$ cat src/logic/dmsc_pkg.sv
// dmsc_pkg: constants and carriers for the display memory cpu stall control
// assumes: included before every dmsc design file
package dmsc_pkg;

  // ----------------------------------------------------------------
  // register indices on the indexed i/o port
  // ----------------------------------------------------------------
  localparam logic [7:0] IDX_REFRESH_THRESH = 8'h33;
  localparam logic [7:0] IDX_CPU_STOP       = 8'h34;

  // ----------------------------------------------------------------
  // field layout and reset values
  // ----------------------------------------------------------------
  localparam int         THR_LSB          = 0;
  localparam int         THR_MSB          = 3;
  localparam int         TEST_SEL_BIT     = 4;
  localparam int         STOP_EN_BIT      = 5;
  localparam int         VW_LSB           = 0;
  localparam int         VW_MSB           = 3;
  localparam int         VPORT_BIT        = 4;
  localparam int         CRT_LSB          = 5;
  localparam int         CRT_MSB          = 6;
  localparam int         HFA_BIT          = 7;
  localparam logic [7:0] THRESH_RST       = 8'h00;
  localparam logic [7:0] CPU_STOP_RST     = 8'h00;
  localparam logic [7:0] THRESH_RD_MASK   = 8'h3F;

  // ----------------------------------------------------------------
  // refresh read counting and stop field off values
  // ----------------------------------------------------------------
  localparam logic [3:0] THR_ZERO         = 4'h0;
  localparam logic [3:0] THR_DEFAULT      = 4'hA;
  localparam logic [3:0] VW_OFF           = 4'h0;
  localparam logic [1:0] CRT_OFF          = 2'h0;

  // ----------------------------------------------------------------
  // carriers
  // ----------------------------------------------------------------
  typedef struct packed {
    logic       wr;
    logic       rd;
    logic [7:0] index;
    logic [7:0] wdata;
  } dmsc_io_s;

  typedef struct packed {
    logic [4:0] hfa_empty;
    logic [3:0] hfa_thresh;
    logic [4:0] crt_empty;
    logic [4:0] vport_filled;
    logic [3:0] vport_thresh;
    logic [7:0] vw_clocks_to_req;
  } dmsc_fifo_s;

endpackage

$ cat src/logic/dmsc_stall_ctrl.sv
// dmsc_stall_ctrl: refresh threshold and cpu stop registers with stall logic
// assumes: fifo levels, read pulses and pixel clock counts are on i_ref_clk
`timescale 1ns/1ps

module dmsc_stall_ctrl (
  // clock and reset
  input  wire logic                 i_ref_clk,
  input  wire logic                 i_rst,
  // indexed register port
  input  wire dmsc_pkg::dmsc_io_s   i_io,
  output logic [7:0]                o_rdata,
  // enables from other extension registers
  input  wire logic                 i_ext_seq_control_a_en,
  input  wire logic                 i_ext_seq_control_b_en,
  input  wire logic                 i_test_mode,
  // display clients
  input  wire logic                 i_refresh_fifo_read,
  input  wire dmsc_pkg::dmsc_fifo_s i_fifo,
  input  wire logic [17:0]          i_video_test_bus_group,
  // cpu cycle logic, refresh request and test bus
  input  wire logic                 i_cpu_cycle_active,
  output logic                      o_cpu_hold,
  output logic                      o_cpu_abort,
  output logic                      o_refresh_req,
  output logic [17:0]               o_test_bus
);

  logic [7:0]  thresh_reg;
  logic [7:0]  stop_reg;
  logic [7:0]  rdata_reg;
  logic [7:0]  rdata_next;
  logic        hold_reg;
  logic        abort_reg;
  logic [17:0] test_reg;
  logic [17:0] test_next;

  // ----------------------------------------------------------------
  // elaboration checks
  // ----------------------------------------------------------------
  if ((dmsc_pkg::THR_MSB - dmsc_pkg::THR_LSB + 1 != $bits(dmsc_pkg::THR_DEFAULT)) ||
      (dmsc_pkg::CRT_MSB - dmsc_pkg::CRT_LSB + 1 != $bits(dmsc_pkg::CRT_OFF)))
  begin : g_field_check
    $error("dmsc_stall_ctrl: field layout does not match field constants");
  end

  // ----------------------------------------------------------------
  // register decode
  // ----------------------------------------------------------------
  wire sel_thr  = i_io.index == dmsc_pkg::IDX_REFRESH_THRESH;
  wire sel_stop = i_io.index == dmsc_pkg::IDX_CPU_STOP;
  assign rdata_next = !i_io.rd ? rdata_reg :
                      sel_thr  ? (thresh_reg & dmsc_pkg::THRESH_RD_MASK) :
                      sel_stop ? stop_reg : 8'h00;

  always_ff @(posedge i_ref_clk or posedge i_rst)
  begin
    if (i_rst)
    begin
      thresh_reg <= dmsc_pkg::THRESH_RST;
      stop_reg   <= dmsc_pkg::CPU_STOP_RST;
      rdata_reg  <= 8'h00;
    end
    else
    begin
      if (i_io.wr && sel_thr)
        thresh_reg <= i_io.wdata & dmsc_pkg::THRESH_RD_MASK;
      if (i_io.wr && sel_stop)
        stop_reg <= i_io.wdata;
      rdata_reg <= rdata_next;
    end
  end

  // ----------------------------------------------------------------
  // fields
  // ----------------------------------------------------------------
  wire       stop_en  = thresh_reg[dmsc_pkg::STOP_EN_BIT];
  wire       test_sel = thresh_reg[dmsc_pkg::TEST_SEL_BIT];
  wire [3:0] thr_prog = thresh_reg[dmsc_pkg::THR_MSB:dmsc_pkg::THR_LSB];
  wire       hfa_stop = stop_reg[dmsc_pkg::HFA_BIT];
  wire [1:0] crt_stop = stop_reg[dmsc_pkg::CRT_MSB:dmsc_pkg::CRT_LSB];
  wire       vp_stop  = stop_reg[dmsc_pkg::VPORT_BIT];
  wire [3:0] vw_stop  = stop_reg[dmsc_pkg::VW_MSB:dmsc_pkg::VW_LSB];

  // ----------------------------------------------------------------
  // refresh threshold
  // ----------------------------------------------------------------
  wire       thr_use   = i_ext_seq_control_a_en && i_ext_seq_control_b_en;
  wire [3:0] thr_limit = (!thr_use || thr_prog == dmsc_pkg::THR_ZERO) ?
                         dmsc_pkg::THR_DEFAULT : thr_prog;

  dmsc_read_counter #(.CW(4)) u_refresh_count (
    .i_ref_clk (i_ref_clk),
    .i_rst     (i_rst),
    .i_read    (i_refresh_fifo_read),
    .i_limit   (thr_limit),
    .o_req     (o_refresh_req),
    .o_count   ()
  );

  // ----------------------------------------------------------------
  // stop conditions, levels compared as level + k >= n
  // ----------------------------------------------------------------
  wire [5:0] hfa_sum = 6'(i_fifo.hfa_empty) + 6'd1;
  wire [5:0] crt_sum = 6'(i_fifo.crt_empty) + 6'(crt_stop);
  wire [5:0] vp_sum  = 6'(i_fifo.vport_filled) + 6'd1;
  wire hfa_hit = hfa_stop && hfa_sum >= 6'(i_fifo.hfa_thresh);
  wire crt_hit = crt_stop != dmsc_pkg::CRT_OFF && crt_sum >= 6'(thr_limit);
  wire vp_hit  = vp_stop && vp_sum >= 6'(i_fifo.vport_thresh);
  wire vw_hit  = vw_stop != dmsc_pkg::VW_OFF &&
                 i_fifo.vw_clocks_to_req <= 8'(vw_stop);
  wire stop_active = stop_en && (hfa_hit || crt_hit || vp_hit || vw_hit);

  assign test_next = (i_test_mode && test_sel) ? i_video_test_bus_group : 18'h00000;

  always_ff @(posedge i_ref_clk or posedge i_rst)
  begin
    if (i_rst)
    begin
      hold_reg  <= 1'b0;
      abort_reg <= 1'b0;
      test_reg  <= 18'h00000;
    end
    else
    begin
      hold_reg  <= stop_active;
      abort_reg <= stop_active && i_cpu_cycle_active;
      test_reg  <= test_next;
    end
  end

  assign o_rdata     = rdata_reg;
  assign o_cpu_hold  = hold_reg;
  assign o_cpu_abort = abort_reg;
  assign o_test_bus  = test_reg;
endmodule // dmsc_stall_ctrl

$ cat src/logic/dmsc_read_counter.sv
// dmsc_read_counter: counts refresh fifo reads, pulses a request at the limit
// assumes: reads are one-cycle pulses on the same clock, limit is nonzero
`timescale 1ns/1ps
module dmsc_read_counter #(
  parameter int CW = 4
) (
  // clock and reset
  input  wire logic          i_ref_clk,
  input  wire logic          i_rst,
  // counting
  input  wire logic          i_read,
  input  wire logic [CW-1:0] i_limit,
  output logic               o_req,
  output logic [CW-1:0]      o_count
);

  // limits up to fifteen need four bits
  if (CW < 4)
  begin : g_cw_check
    $error("dmsc_read_counter: CW below 4");
  end

  logic [CW-1:0] cnt_reg;
  logic [CW-1:0] cnt_next;
  logic          req_reg;
  logic          req_next;
  logic          at_limit;

  // ----------------------------------------------------------------
  // count logic
  // ----------------------------------------------------------------
  assign at_limit = (cnt_reg + CW'(1)) >= i_limit;
  assign cnt_next = !i_read ? cnt_reg : (at_limit ? '0 : cnt_reg + CW'(1));
  assign req_next = i_read && at_limit;

  always_ff @(posedge i_ref_clk or posedge i_rst)
  begin
    if (i_rst)
    begin
      cnt_reg <= '0;
      req_reg <= 1'b0;
    end
    else
    begin
      cnt_reg <= cnt_next;
      req_reg <= req_next;
    end
  end

  assign o_req   = req_reg;
  assign o_count = cnt_reg;
endmodule // dmsc_read_counter

$ cat config.mk
export PLATFORM = sky130hd
export DESIGN_NAME = dmsc_stall_ctrl
export DESIGN_NICKNAME = d
export VERILOG_FILES = /design/src/logic/dmsc_pkg.sv /design/src/logic/dmsc_stall_ctrl.sv /design/src/logic/dmsc_read_counter.sv
export SDC_FILE = /design/constraint.sdc
export NUM_CORES = 1
export LEC_CHECK = 0
export BUFFER_PORTS_ARGS = -buffer_cell sky130_fd_sc_hd__buf_2
export CAP_MARGIN = 15
export CORE_ASPECT_RATIO = 1.5
export CORE_MARGIN = 10
export CORE_UTILIZATION = 40
export DETAILED_ROUTE_END_ITERATION = 16
export GPL_TIMING_DRIVEN = 1
export HOLD_SLACK_MARGIN = 0.03
export PLACE_DENSITY = 0.77
export SLEW_MARGIN = 20
export SYNTH_ARGS = -nofsm -noshare
export SYNTH_HDL_FRONTEND = slang
export SYNTH_SLANG_ARGS = --single-unit
$ cat constraint.sdc
create_clock -name i_ref_clk -period 3.4 [get_ports i_ref_clk]
set_clock_uncertainty 0.15 [all_clocks]
set_input_delay 0.68 -clock i_ref_clk [delete_from_list [all_inputs] [get_ports i_ref_clk]]
set_output_delay 0.68 -clock i_ref_clk [all_outputs]
set_load 0.02 [all_outputs]
# Word level (Yosys, flattened, before mapping)
# Index checks and enable logic that the tools add are counted.
[op_classes]
addsub = 4
n_lt_le_gt_ge = 5
eq_ne = 2
n_mux = 5
n_reduce_logical = 19
[op_table]
columns = ["operator", "count"]
rows = [
  ["$ge A6 B4 Y1", 3],
  ["$mux W18", 1],
  ["$eq A8 B6 Y1 const B", 2],
  ["$mux W8", 2],
  ["$add A5 B1 Y6 const B", 2],
  ["$logic_and A1 B1 Y1", 11],
  ["$le A8 B4 Y1", 1],
  ["$mux W4", 2],
  ["$add A5 B2 Y6", 1],
  ["$add A4 B1 Y4 const B", 1],
  ["$ge A4 B4 Y1", 1],
  ["$logic_not A4 Y1", 1],
  ["$logic_or A1 B1 Y1", 4],
  ["$reduce_bool A4 Y1", 1],
  ["$reduce_bool A2 Y1", 1],
  ["$logic_not A1 Y1", 1],
]
[word_totals]
register_bits = 47
input_bits = 74
output_inout_bits = 29
word_cells = 43

# Logic depth before layout (Yosys ltp)
[logic_depth]
ltp_word = 11
ltp_mapped = 10
mapped_depth_nobuf = 10

# Modules after synthesis
# Synthesis repeated with hierarchy kept, for this count alone.
[unflattened]
cells_unflattened = 238
hier_area_um2 = 2573.7
[by_module_without_submodules]
columns = ["mod", "n_inst", "cells_each", "area_each_um2", "seq_area_each_um2"]
rows = [
  ["dmsc_stall_ctrl", 1, 205, 2233.4, 1051.0],
  ["dmsc_read_counter", 1, 33, 340.3, 125.1],
]

# Least setup slack after synthesis
# Ideal clock, no wire load.
[synth_timing]
kind = "input-to-reg"
from = "in i_fifo[17] (netlist bit)"
to = "reg hold_reg, in the netlist o_cpu_hold"
setup_ns = 0.132
t_arrival_ns = 2.357
required_time_ns = 3.118
slack_ns = 0.761
path_stages = 8
n_path_buf = 0
cell_sequence = "ha_1 fa_1 xor2_1 ha_1 a2111oi_0 o21a_1 o22a_1 a21boi_0"
[synth_between]
elab_chain_len = 7
[synth_rtl]
columns = ["element", "line_no", "rtl"]
rows = [
  ["from (decl)", "dmsc_stall_ctrl.sv:18", "input wire dmsc_pkg::dmsc_fifo_s i_fifo,"],
  ["$add A5 B2 Y6", "dmsc_stall_ctrl.sv:104", "wire [5:0] crt_sum = 6'(i_fifo.crt_empty) + 6'(crt_stop);"],
  ["$ge A6 B4 Y1", "dmsc_stall_ctrl.sv:107", "wire crt_hit = crt_stop != dmsc_pkg::CRT_OFF && crt_sum >= 6'(thr_limit);"],
  ["$logic_and A1 B1 Y1", "dmsc_stall_ctrl.sv:107", ""],
  ["$logic_or A1 B1 Y1 (3 in series)", "dmsc_stall_ctrl.sv:111", "wire stop_active = stop_en && (hfa_hit || crt_hit || vp_hit || vw_hit);"],
  ["$logic_and A1 B1 Y1", "dmsc_stall_ctrl.sv:111", ""],
  ["via stop_active", "dmsc_stall_ctrl.sv:111", ""],
  ["to (signal assigned)", "dmsc_stall_ctrl.sv:125", "hold_reg <= stop_active;"],
  ["to (decl)", "dmsc_stall_ctrl.sv:32", "logic hold_reg;"],
]
# The timed path passes the listed nets, and every way through them passes these cells.
# A chain may end at the register's enable or synchronous reset.

# Final worst setup path
# Ends and elaborated chain as after synthesis.

==> summary.md <==
| Metric | Value |
|---|---|
| Setup TNS | 0 ps |
| Synth cell types | 40 |
| Worst EP required | 3420 ps |
| CP Launch Type | primary input |
| CP max FO | 3 |
| Ant diodes | 0 |
| Final #Nets | 436 |
| RSZ-0062 raised after global routing | false |
| Drt wl/cell | 15.7 um |
| Die Span Y | 118 um |
| Avg Inst Size Synth | 10.8 um^2 |
| Achievable Freq | 390 MHz |
| Post-Syn Nets | 335 |
| Layout Cells excl Fill | 409 |
| Layout cells sized above 1 | 38.5% |
| Post-synthesis mux area share | 6.61% |
| Type of the tightest min-delay check | reg2reg |
| GRT overflow | 0 |
| Synthesized flop and latch total | 47 |
| # clock sinks | 47 |
| Setup-failing EPs final | 0 |
| Largest family of logic cells by synthesized area | simple AND/OR/NAND/NOR gates |
| First-pass GRT wire length | 11000 um |
| Compound-cell area share of the yosys netlist | 12.0% |
| Final WL | 6430 um |
| Total of max-cap violations | 0 |
| Io pins | 103 |
| DP HPWL | 5380 um |
| TritonCTS clock tree | yes |
| Postcts setup bufs | 0 |
| GRT Total Usage | 13.1% |
| Synth Area in XOR/XNOR | 2.76% |
| Die Wd | 85 um |
| Max-slew headroom | 35.6% |
| Tot Pwr | 1.27 mW |
| Htree depth | 2 |
| Sequential share of the synthesized area | 46.4% |
| Commonest non-fill, non-tap cell in the layout | buf_2 |
| Crit path kind | in2reg |
| Clock buffer depth | 2 |
| Status | complete, no violations |
| Leak | 1.81 nW |
| Clock latency on the worst-skew pair | 290 ps |
| Slew @ Worst Pin | 965 ps |
| Post-DRT Antenna Nets | 0 |
| Simple-Gate Fraction of Synth Area | 13.9% |
| # port buffers | 102 |
| Peak supply drop | 0.298 mV |
| Adder-cell area share of the yosys netlist | 13.6% |
| Pin count of the biggest net entering global routing | 48 |
| Synth Instances | 234 |
| Critical Path End Type | flop |
| # placed instances | 402 |
| DRC viols | 0 |
| Final Critical Period | 2560 ps |
| First DRT Iteration DRCs | 55 |
| CORE AREA | 6170 um^2 |
| Die area | 9990 um^2 |
| Synth warnings | 0 |
| CTS root buffer | clkbuf_8 |
| Drt pass-1 iters | 4 |
| Commonest cells after routing, fill and taps aside | buf_2 (102), dfrtp_1 (47), ha_1 (26) |
| Crit share post-route | 75.3% |
| Post-cts resize count | 0 |
| Synth Cell Area | 2530 um^2 |
| Initial antenna violation count | 0 |
| Final Hold Viols | 0 |
| Final Slew Violations | 0 |
| GP Congestion | 0.825 |
| Cts hold-fix bufs | 0 |
| Vias after detailed routing | 2097 |
| Vias in the first global route | 2322 |
| Cell Rows | 35 |
| Starting Density | 41.1% |
| Pwr Density | 397 nW/um^2 |
| CTS clk-pin slew, worst paths | 80 ps |
| Num CTS Buffers | 5 |
| Crit path DAT | 2580 ps |
| Max reg flops | 18 |
| Drt via density | 5.13 |
| Synthesis-to-layout area growth | 25.8% |
[synth_stat cells (all sizes together)]
cell type   n  share of area (%)
a2111oi     1               0.35
a211oi      4                1.2
a21boi      1               0.30
a21o        2               0.59
a21oi      10                2.0
a22oi       7                2.1
a31o        1               0.35
and2        1               0.30
and3       20                5.0
and4        1               0.35
buf         3               0.69
clkbuf      5               0.74
dfrtp      47                 46
fa          1               0.79
ha         26                 13
inv        22                3.3
mux2       14                6.2
mux2i       1               0.39
nand2       7                1.0
nand2b      4               0.99
nand3       9                1.8
nand4       2               0.74
nor2       11                1.6
nor2b       1               0.25
nor3        4               0.79
nor4        2                1.1
o211ai      2               0.59
o21a        3               0.89
o21ai       7                1.4
o221ai      2               0.69
o22a        1               0.35
o22ai       1               0.25
o32ai       2               0.69
o41ai       1               0.35
xnor2       4                1.4
xor2        4                1.4
[area by class of cell]
class                      instances  area [um^2]
clock buffer                       6         82.6
inverter                          22         82.6
tap                               74         92.6
multi-input combinational        157         1240
sequential                        47         1180
timing repair buffer             102          510
fill                             562         2990
clock inverter                     1         5.00
[path summary, 6_finish.rpt]
check	start	to	slack, ps	depth (start not counted)
hold reg to reg	o_rdata[6]$_DFFE_PP0P_	o_rdata[6]$_DFFE_PP0P_	370	2
setup reg to reg	stop_reg[5]$_DFFE_PP0P_	o_cpu_hold$_DFF_PP0_	880	8
max in group asynchronous	i_rst	thresh_reg[2]$_DFFE_PP0P_	2050	2
min in group asynchronous	i_rst	stop_reg[3]$_DFFE_PP0P_	460	2
setup / recovery	i_fifo[17]	o_cpu_hold$_DFF_PP0_	840	9
hold / removal	o_rdata[6]$_DFFE_PP0P_	o_rdata[6]$_DFFE_PP0P_	370	2
[power by group]
part / total (mW) / switching, mW / internal (mW)
sequential: 0.630 / 0.0322 / 0.598
combinational: 0.301 / 0.161 / 0.140
clock: 0.334 / 0.175 / 0.160
total: 1.27 / 0.368 / 0.898
[through the flow]
| step | setup slack, ps | hold WS, ps | instance area, um^2 | util, % |
|---|---|---|---|---|
| after floorplan | 761 | 344 | 2530 | - |
| after global placement | 561 | 347 | 3100 | 50.2 |
| after detailed placement | 528 | 360 | 3100 | 50.2 |
| after CTS | 846 | 377 | 3190 | 51.7 |
| after global routing | 598 | 404 | 3190 | 51.7 |
| final | 839 | 372 | 3190 | 51.7 |
[critical path: stages]
cell	delay, ps
buf_2	110
ha_1	200
fa_1	420
xor2_1	190
ha_1	210
a2111oi_0	370
o21a_1	180
o22a_1	140
a21boi_0	80
[routing by layer]
metal	share of wire, %	up-vias	GRT usage, %
li1	-	1034	-
met1	37	977	13.7
met2	52	74	23.0
met3	7.7	12	5.19
met4	2.4	0	4.24
met5	0	-	0
[cells by family (layout without fill, tap and decap cells)]
| family | count (synthesis) | count (layout) |
|---|---|---|
| AOI/OAI and AO/OA | 45 | 45 |
| adders and majority gates | 27 | 27 |
| buffers and inverters | 30 | 131 |
| DFF | 47 | 47 |
| xor gates and xnor gates | 8 | 8 |
| muxes | 15 | 15 |
| and+or+nand+nor | 62 | 62 |
(Power assumes the default switching activity.)
